--- src/clk_cfg_pkg.sv ---
/*
  Package for the PLL and divider configuration bank: register offsets,
  field positions, reset values and decode constants.
  Assumes an APB slave with 32-bit data, one register per aligned word.
*/
package clk_cfg_pkg;

  // ----------------------------------------------------------------
  // Register indices (byte address is four times the index)
  // ----------------------------------------------------------------
  localparam logic [7:0] IDX_PRESCALER  = 8'h35;
  localparam logic [7:0] IDX_MULT_UPPER = 8'h36;
  localparam logic [7:0] IDX_FRAC_LOW   = 8'h37;
  localparam logic [7:0] IDX_INT_LOW    = 8'h38;
  localparam logic [7:0] IDX_N_PDM      = 8'h39;
  localparam logic [7:0] IDX_M_ADC      = 8'h3a;
  localparam logic [7:0] IDX_CONTROL    = 8'h40;
  localparam logic [7:0] IDX_STATUS     = 8'h41;

  // ----------------------------------------------------------------
  // Reset values
  // ----------------------------------------------------------------
  localparam logic [7:0] RST_PRESCALER  = 8'h01;
  localparam logic [7:0] RST_MULT_UPPER = 8'h00;
  localparam logic [7:0] RST_FRAC_LOW   = 8'h00;
  localparam logic [7:0] RST_INT_LOW    = 8'h08;
  localparam logic [7:0] RST_N_PDM      = 8'h20;
  localparam logic [7:0] RST_M_ADC      = 8'h04;
  localparam logic [7:0] RST_CONTROL    = 8'h00;

  // ----------------------------------------------------------------
  // Field positions and writable masks
  // ----------------------------------------------------------------
  localparam int         POS_INT_TOP    = 7;
  localparam int         POS_HALVE      = 6;
  localparam int         POS_CTRL_AUTO  = 0;
  localparam logic [7:0] MASK_N_PDM     = 8'hfc;
  localparam logic [7:0] MASK_CONTROL   = 8'h01;

  // ----------------------------------------------------------------
  // Decode limits
  // ----------------------------------------------------------------
  localparam logic [13:0] FRAC_MAX      = 14'h270f;
  localparam logic [2:0]  PDM_CODE_MAX  = 3'h4;
  localparam logic [1:0]  ADC_CODE_MAX  = 2'h2;

  // Auto-detected settings used while automatic detection runs
  localparam logic [8:0]  AUTO_PRESCALE = 9'h001;
  localparam logic [8:0]  AUTO_INT_MULT = 9'h008;
  localparam logic [13:0] AUTO_FRAC     = 14'h0000;
  localparam logic [3:0]  AUTO_N_DIV    = 4'h1;
  localparam logic [6:0]  AUTO_M_DIV    = 7'h01;

endpackage

--- src/clk_cfg_if.sv ---
/*
  Interface carrying the raw divider codes from the register bank to the
  settings decoder and the decoded ratios back. Assumes a single pclk domain.
*/
`timescale 1ns/1ps
interface clk_cfg_if;
  logic [7:0] prescale_code;
  logic [8:0] int_mult_code;
  logic [13:0] frac_code;
  logic [2:0] n_code;
  logic [2:0] pdm_code;
  logic [5:0] m_code;
  logic [1:0] adc_code;
  logic [8:0] prescale_div;
  logic [8:0] int_mult;
  logic [13:0] frac_mult;
  logic [3:0] n_div;
  logic [4:0] pdm_clock_divider;
  logic [6:0] m_div;
  logic [2:0] adc_div;
  logic       code_err;

  modport bank (output prescale_code, int_mult_code, frac_code, n_code, pdm_code, m_code, adc_code,
                input prescale_div, int_mult, frac_mult, n_div, pdm_clock_divider, m_div, adc_div, code_err);
  modport dec  (input prescale_code, int_mult_code, frac_code, n_code, pdm_code, m_code, adc_code,
                output prescale_div, int_mult, frac_mult, n_div, pdm_clock_divider, m_div, adc_div, code_err);
endinterface

--- src/clk_cfg_decode.sv ---
/*
  Combinational decoder turning raw divider codes into division ratios.
  Assumes codes come from registers on the same clock.
*/
`timescale 1ns/1ps
module clk_cfg_decode
  import clk_cfg_pkg::*;
(
  clk_cfg_if.dec cfg
);

  // ----------------------------------------------------------------
  // Code to ratio mapping
  // ----------------------------------------------------------------
  always_comb begin
    cfg.prescale_div = (cfg.prescale_code == 8'h00) ? 9'h100 : {1'b0, cfg.prescale_code};
    cfg.int_mult     = cfg.int_mult_code;
    cfg.frac_mult    = cfg.frac_code;
    cfg.n_div        = (cfg.n_code == 3'h0) ? 4'h8 : {1'b0, cfg.n_code};
    cfg.pdm_clock_divider      = (cfg.pdm_code <= PDM_CODE_MAX) ? 5'(5'h01 << cfg.pdm_code) : 5'h00;
    cfg.m_div        = (cfg.m_code == 6'h00) ? 7'h40 : {1'b0, cfg.m_code};
    cfg.adc_div      = (cfg.adc_code <= ADC_CODE_MAX) ? 3'(3'h1 << cfg.adc_code) : 3'h0;
    // Reserved codes flagged so software can see its own mistake
    cfg.code_err     = (cfg.int_mult_code == 9'h000) || (cfg.frac_code > FRAC_MAX)
                       || (cfg.pdm_code > PDM_CODE_MAX) || (cfg.adc_code > ADC_CODE_MAX);
  end

endmodule

--- src/pll_and_divider_config.sv ---
/*
  PLL and divider configuration bank with an APB slave.
  Assumes an APB master on pclk; outputs feed the clock generator.
*/
// The implementer's own choice: the APB interface to the registers.
`timescale 1ns/1ps
module pll_and_divider_config
  import clk_cfg_pkg::*;
(
  input  wire logic        pclk,
  input  wire logic        presetn,
  input  wire logic        clk_en,
  input  wire logic        psel,
  input  wire logic        penable,
  input  wire logic        pwrite,
  input  wire logic [11:0] paddr,
  input  wire logic [31:0] pwdata,
  input  wire logic [3:0]  pstrb,
  output logic             pready,
  output logic [31:0]      prdata,
  output logic             pslverr,
  output logic [8:0]       prescale_div,
  output logic [8:0]       int_mult,
  output logic [13:0]      frac_mult,
  output logic             pll_halve_output,
  output logic [3:0]       n_div,
  output logic [4:0]       pdm_clock_divider,
  output logic [6:0]       m_div,
  output logic [2:0]       adc_div,
  output logic             auto_detect_active
);

  // ----------------------------------------------------------------
  // Register state
  // ----------------------------------------------------------------
  logic [7:0]  pll_prescaler_cfg;
  logic [7:0]  pll_multiplier_upper_cfg;
  logic [7:0]  pll_fraction_low_cfg;
  logic [7:0]  pll_integer_low_cfg;
  logic [7:0]  n_and_pdm_divider_cfg;
  logic [7:0]  m_and_adc_mod_divider_cfg;
  logic [7:0]  control;
  logic [7:0]  next_pll_prescaler_cfg;
  logic [7:0]  next_pll_multiplier_upper_cfg;
  logic [7:0]  next_pll_fraction_low_cfg;
  logic [7:0]  next_pll_integer_low_cfg;
  logic [7:0]  next_n_and_pdm_divider_cfg;
  logic [7:0]  next_m_and_adc_mod_divider_cfg;
  logic [7:0]  next_control;
  logic        next_pready;
  logic [31:0] next_prdata;
  logic        next_pslverr;
  logic [9:0]  word_idx;
  logic        access;
  logic        wr_en;
  logic        hit;
  logic [7:0]  rd_byte;
  logic [8:0]  next_prescale_div;
  logic [8:0]  next_int_mult;
  logic [13:0] next_frac_mult;
  logic        next_halve;
  logic [3:0]  next_n_div;
  logic [4:0]  next_pdm_clock_divider;
  logic [6:0]  next_m_div;
  logic [2:0]  next_adc_div;
  logic        auto_on;

  clk_cfg_if cfg ();

  // ----------------------------------------------------------------
  // Code decoder
  // ----------------------------------------------------------------
  clk_cfg_decode clk_cfg_decode_i (
    .cfg (cfg.dec)
  );

  // Raw codes gathered from the register fields
  assign cfg.prescale_code = pll_prescaler_cfg;
  assign cfg.int_mult_code = {pll_multiplier_upper_cfg[POS_INT_TOP], pll_integer_low_cfg};
  assign cfg.frac_code     = {pll_multiplier_upper_cfg[5:0], pll_fraction_low_cfg};
  assign cfg.n_code        = n_and_pdm_divider_cfg[7:5];
  assign cfg.pdm_code      = n_and_pdm_divider_cfg[4:2];
  assign cfg.m_code        = m_and_adc_mod_divider_cfg[7:2];
  assign cfg.adc_code      = m_and_adc_mod_divider_cfg[1:0];
  assign auto_on           = control[POS_CTRL_AUTO];

  // ----------------------------------------------------------------
  // APB decode
  // ----------------------------------------------------------------
  // Single-cycle access phase: pready rises one edge after setup
  always_comb begin
    word_idx = paddr[11:2];
    access   = psel && !penable;
    wr_en    = psel && penable && pready && pwrite && pstrb[0];
    hit      = 1'b1;
    if (word_idx == {2'b00, IDX_PRESCALER}) begin
      rd_byte = pll_prescaler_cfg;
    end else if (word_idx == {2'b00, IDX_MULT_UPPER}) begin
      rd_byte = pll_multiplier_upper_cfg;
    end else if (word_idx == {2'b00, IDX_FRAC_LOW}) begin
      rd_byte = pll_fraction_low_cfg;
    end else if (word_idx == {2'b00, IDX_INT_LOW}) begin
      rd_byte = pll_integer_low_cfg;
    end else if (word_idx == {2'b00, IDX_N_PDM}) begin
      rd_byte = n_and_pdm_divider_cfg & MASK_N_PDM;
    end else if (word_idx == {2'b00, IDX_M_ADC}) begin
      rd_byte = m_and_adc_mod_divider_cfg;
    end else if (word_idx == {2'b00, IDX_CONTROL}) begin
      rd_byte = control & MASK_CONTROL;
    end else if (word_idx == {2'b00, IDX_STATUS}) begin
      rd_byte = {6'h00, cfg.code_err, auto_on};
    end else begin
      rd_byte = 8'h00;
      hit     = 1'b0;
    end
    next_pready  = access;
    next_prdata  = (access && !pwrite) ? {24'h000000, rd_byte} : 32'h00000000;
    next_pslverr = access && !hit;
  end

  // ----------------------------------------------------------------
  // Register writes
  // ----------------------------------------------------------------
  // Writes land only at the completing edge; status is read-only
  always_comb begin
    next_pll_prescaler_cfg         = pll_prescaler_cfg;
    next_pll_multiplier_upper_cfg  = pll_multiplier_upper_cfg;
    next_pll_fraction_low_cfg      = pll_fraction_low_cfg;
    next_pll_integer_low_cfg       = pll_integer_low_cfg;
    next_n_and_pdm_divider_cfg     = n_and_pdm_divider_cfg;
    next_m_and_adc_mod_divider_cfg = m_and_adc_mod_divider_cfg;
    next_control                   = control;
    if (wr_en) begin
      if (word_idx == {2'b00, IDX_PRESCALER}) begin
        next_pll_prescaler_cfg = pwdata[7:0];
      end else if (word_idx == {2'b00, IDX_MULT_UPPER}) begin
        next_pll_multiplier_upper_cfg = pwdata[7:0];
      end else if (word_idx == {2'b00, IDX_FRAC_LOW}) begin
        next_pll_fraction_low_cfg = pwdata[7:0];
      end else if (word_idx == {2'b00, IDX_INT_LOW}) begin
        next_pll_integer_low_cfg = pwdata[7:0];
      end else if (word_idx == {2'b00, IDX_N_PDM}) begin
        // Read-only low bits keep their reset value
        next_n_and_pdm_divider_cfg = (pwdata[7:0] & MASK_N_PDM) | (RST_N_PDM & ~MASK_N_PDM);
      end else if (word_idx == {2'b00, IDX_M_ADC}) begin
        next_m_and_adc_mod_divider_cfg = pwdata[7:0];
      end else if (word_idx == {2'b00, IDX_CONTROL}) begin
        next_control = pwdata[7:0] & MASK_CONTROL;
      end
    end
  end

  // ----------------------------------------------------------------
  // Effective settings
  // ----------------------------------------------------------------
  // Auto mode overrides every programmed field except the halving bit so a half-written
  // configuration never reaches the clock tree
  always_comb begin
    if (auto_on) begin
      next_prescale_div = AUTO_PRESCALE;
      next_int_mult     = AUTO_INT_MULT;
      next_frac_mult    = AUTO_FRAC;
      next_n_div        = AUTO_N_DIV;
      next_pdm_clock_divider      = 5'h01;
      next_m_div        = AUTO_M_DIV;
      next_adc_div      = 3'h1;
    end else begin
      next_prescale_div = cfg.prescale_div;
      next_int_mult     = cfg.int_mult;
      next_frac_mult    = cfg.frac_mult;
      next_n_div        = cfg.n_div;
      next_pdm_clock_divider      = cfg.pdm_clock_divider;
      next_m_div        = cfg.m_div;
      next_adc_div      = cfg.adc_div;
    end
    next_halve = pll_multiplier_upper_cfg[POS_HALVE];
  end

  // ----------------------------------------------------------------
  // State registers
  // ----------------------------------------------------------------
  always_ff @(posedge pclk or negedge presetn) begin
    if (!presetn) begin
      pll_prescaler_cfg         <= RST_PRESCALER;
      pll_multiplier_upper_cfg  <= RST_MULT_UPPER;
      pll_fraction_low_cfg      <= RST_FRAC_LOW;
      pll_integer_low_cfg       <= RST_INT_LOW;
      n_and_pdm_divider_cfg     <= RST_N_PDM;
      m_and_adc_mod_divider_cfg <= RST_M_ADC;
      control                   <= RST_CONTROL;
      pready                    <= 1'b0;
      prdata                    <= 32'h00000000;
      pslverr                   <= 1'b0;
      prescale_div              <= 9'h001;
      int_mult                  <= 9'h008;
      frac_mult                 <= 14'h0000;
      pll_halve_output          <= 1'b0;
      n_div                     <= 4'h1;
      pdm_clock_divider                   <= 5'h01;
      m_div                     <= 7'h01;
      adc_div                   <= 3'h1;
      auto_detect_active        <= 1'b0;
    end else if (clk_en) begin
      pll_prescaler_cfg         <= next_pll_prescaler_cfg;
      pll_multiplier_upper_cfg  <= next_pll_multiplier_upper_cfg;
      pll_fraction_low_cfg      <= next_pll_fraction_low_cfg;
      pll_integer_low_cfg       <= next_pll_integer_low_cfg;
      n_and_pdm_divider_cfg     <= next_n_and_pdm_divider_cfg;
      m_and_adc_mod_divider_cfg <= next_m_and_adc_mod_divider_cfg;
      control                   <= next_control;
      pready                    <= next_pready;
      prdata                    <= next_prdata;
      pslverr                   <= next_pslverr;
      prescale_div              <= next_prescale_div;
      int_mult                  <= next_int_mult;
      frac_mult                 <= next_frac_mult;
      pll_halve_output          <= next_halve;
      n_div                     <= next_n_div;
      pdm_clock_divider                   <= next_pdm_clock_divider;
      m_div                     <= next_m_div;
      adc_div                   <= next_adc_div;
      auto_detect_active        <= auto_on;
    end
  end
endmodule

--- config.mk ---
export PLATFORM = sky130hd
export DESIGN_NAME = pll_and_divider_config
export DESIGN_NICKNAME = d
export VERILOG_FILES = /design/src/clk_cfg_pkg.sv /design/src/clk_cfg_if.sv /design/src/clk_cfg_decode.sv /design/src/pll_and_divider_config.sv
export SDC_FILE = /design/constraint.sdc
export NUM_CORES = 1
export LEC_CHECK = 0
export ABC_AREA = 1
export BUFFER_PORTS_ARGS = -buffer_cell sky130_fd_sc_hd__buf_4
export CELL_PAD_IN_SITES_DETAIL_PLACEMENT = 0
export CELL_PAD_IN_SITES_GLOBAL_PLACEMENT = 2
export CORE_MARGIN = 2
export CORE_UTILIZATION = 27
export DETAILED_ROUTE_END_ITERATION = 10
export MAX_ROUTING_LAYER = met4
export PLACE_DENSITY_LB_ADDON = 0.15
export SLEW_MARGIN = 25
export SYNTH_ARGS = -nofsm -noshare
export SYNTH_HDL_FRONTEND = slang
export SYNTH_SLANG_ARGS = --single-unit
--- constraint.sdc ---
create_clock -name pclk -period 1.3 [get_ports pclk]
set_input_delay 0.13 -clock pclk [delete_from_list [all_inputs] [get_ports pclk]]
set_output_delay 0.13 -clock pclk [all_outputs]
set_load 0.01 [all_outputs]
==> results.cfg <==
[floorplan]
die_w_um = 143.2
ioPinCount = 141
die_y_um = 143.2
num_rows = 50
core-area_um2 = 18830
start_util_pct = 27.79
dieArea_um2 = 20510

[cts]
cts-buffers-inserted = 9
cts_root_buf = clkbuf_16
cts-htree-levels = 3
cts_tree = yes
clockBufferDepth = 2
clock_sinks = 110
path_clk_slew_ps = 80
insertion_delay_ps = 360

[route]
wl_per_cell_um = 16.96
drt-pass1-iter-count = 5
ant_nets = 0
vias_per_cell = 4.476
dr_total_vias = 4695
drc = 0
drt_iter0_drc = 214
routed_wl_um = 17800

[placed_design]
place_congestion = 0.8491
dpl.cell_count = 1015
place_hpwl_um = 12710
portBuffers = 87
dp_slack_ps = -347.4

[power]
power.total_w = 0.006738
cellPowerDensity_nw_per_um2 = 893.8
ir_worst_vdd_uv = 617.1
power.leakage_nw = 3.711

[final_layout]
utilization_pct = 40.03
final_cells = 1049
drive_gt1_share_pct = 39.42
fin_nets = 838
fillers = 1960
n_antenna_cell = 0
syn_to_final_growth_pct = 44.07

[timing]
hold_viol = 0
fin_crit_sh_pct = 107.9
rsz0062_at_grt = yes
tightest_slew_ps = 583.8
fin_setup_tns_ps = -2208
maxSlewViolCount = 0
timing.final.ws_setup_ps = -102.9
setup_viol = 32
max_freq_ghz = 0.7128
maxSlewHeadroom_pct = 61.04
min_period_ps = 1403
fin_skew_ps = 9.990

[yosys]
ys.flop_type = dfrtp_1
synth_top_area_cell = dfrtp_1
ys_ff_latch = 110
post-synth-top-count-cell = nand2_1
synth_edf_count = 0
netlist_top_cells_area = dfrtp_1 48%, nand2_1 13%, dfstp_2 5.0%
mappedNetlistArea_um2 = 5233
ys_seq_area_share_pct = 52.85
synth_warnings = 0
syn-instance-count = 615
syn_avg_cell_area_um2 = 8.508
synthTopCellsByCount = 183 x nand2_1, 100 x dfrtp_1, 59 x inv_1
synthArstFlopShare_pct = 100.0
yosysTopAreaCellShare_pct = 47.82
ys_types = 31

[outcome]
violations = negative setup slack
status = complete, but fails checks

[hold_path]
hp-class = input pin to flop
whs_path_depth = 3

[critical_path]
cp-end-kind = flop
crit_type = flop to flop
r2r_cells = 11
crit_fanout = 2
start_kind = flop
arrival_ps = 1670
cp_data_required_time_ps = 1560

[global_route]
grt_pass1_vias = 4667
grt_remaining_overflow = 0
antenna_found_initial = 0
grt_pass1_wl_um = 26810
grt_max_degree = 52
grt_usage_pct = 18.19

[job]
drv_cap = 0
[metrics by stage]
| stage | hold slack, ps | area [µm²] |
|---|---|---|
| 6_report | 93.92 | 7538 |
| 3_3_place_gp | 29.22 | 6621 |
| 4_1_cts | 87.62 | 7158 |
| 2_1_floorplan | -165.6 | 5324 |
| 5_1_grt | 94.43 | 7538 |
| 3_5_place_dp | 32.61 | 6621 |
[worst max-delay path: stages (launching register included)]
cell and delay [ps]:
dfstp_2 540, nor2_1 40, nand3_1 80, nor2_1 50
nor2_1 130, nand2_1 80, nand2_1 50, nand3_1 60
nand2_1 100, nand2_2 70, nand2_2 60, nand2_1 40
[metal layers]
layer	vias to the layer above	routed length, µm	GRT usage [%]	part of all wire, %
met3	10	559	3.353	3.1
li1	2282	-	-	-
met1	2325	8012	23.15	45
met5	-	0	-	0
met2	78	9109	30.42	51
met4	0	114	3.818	0.64
[where the power goes]
group          internal [W]  switching [W]
Sequential          0.00343     0.00000525
Combinational      0.000147       0.000308
Clock               0.00151        0.00133
[placed cells by master, fill, tap and decap left out, types with 3 or more instances in the layout]
cell type and instances:
buf_4 159, nand2_1 137, dfrtp_1 100, inv_1 57
nand2_2 42, o21ai_0 32, nor2_1 31, o21ai_1 30
o21ai_2 24, conb_1 24, a22o_1 19, nand3_1 13
nand2_8 12, nand2_4 10, dfstp_2 10, nor2_2 9
clkbuf_16 9, nand4_1 8, buf_12 8, inv_2 6
a21oi_1 6, nor3_1 5, nor2_4 4, a32o_1 4
buf_6 4, nor4_1 3
[final cells by class]
cell class,instances,area (µm²),share of cell area [%]
clock inverters,6,68.82,0.9129
repair buffers,173,1419,18.82
well taps,260,325.3,4.315
flip-flops and latches,110,2765,36.68
multi-input cells,424,2465,32.70
inverters,66,266.5,3.535
clock buffers,10,229.0,3.037
[sequential cells by signal (all words and copies together) (netlist names), 3 cells and up]
signal	cells
frac_mult	14
int_mult	9
prescale_div	9
cfg.prescale_code	8
m_and_adc_mod_divider_cfg	8
pll_fraction_low_cfg	8
pll_integer_low_cfg	8
pll_multiplier_upper_cfg	8
prdata	8
m_div	7
n_and_pdm_divider_cfg	6
pdm_clock_divider	5
n_div	4
adc_div	3
[repair_timing]
item,4_1_cts,5_1_grt
setup endpoints to repair,60,53
gates resized for setup,34,92
cloned,5,1
hold buffers,2,0
endpoints found under the hold margin,93,0
pin swaps,13,24
buffers inserted,5,5
[cell families (layout without fill, tap and decap cells)]
kind of cell,after synthesis,count (layout),share of synthesized area (%)
buffers and inverters,110,255,10.45
AND/OR/NAND/NOR,275,281,23.29
flip-flops,110,110,52.85
other,1,24,0.07167
AO/OA/AOI/OAI,119,119,13.34
[final timing paths]
kind | end | slack (ps) | start
max reg2reg | prdata[1] | -100 | pll_integer_low_cfg[3]
min reg2reg | m_div[3] | 480 | m_div[3]
min | m_div[0] | 90 | clk_en
max | prdata[1] | -100 | pll_integer_low_cfg[3]
max in group asynchronous | pll_integer_low_cfg[3] | 480 | presetn
min in group asynchronous | int_mult[8] | 190 | presetn
(Power assumes the default switching activity.)
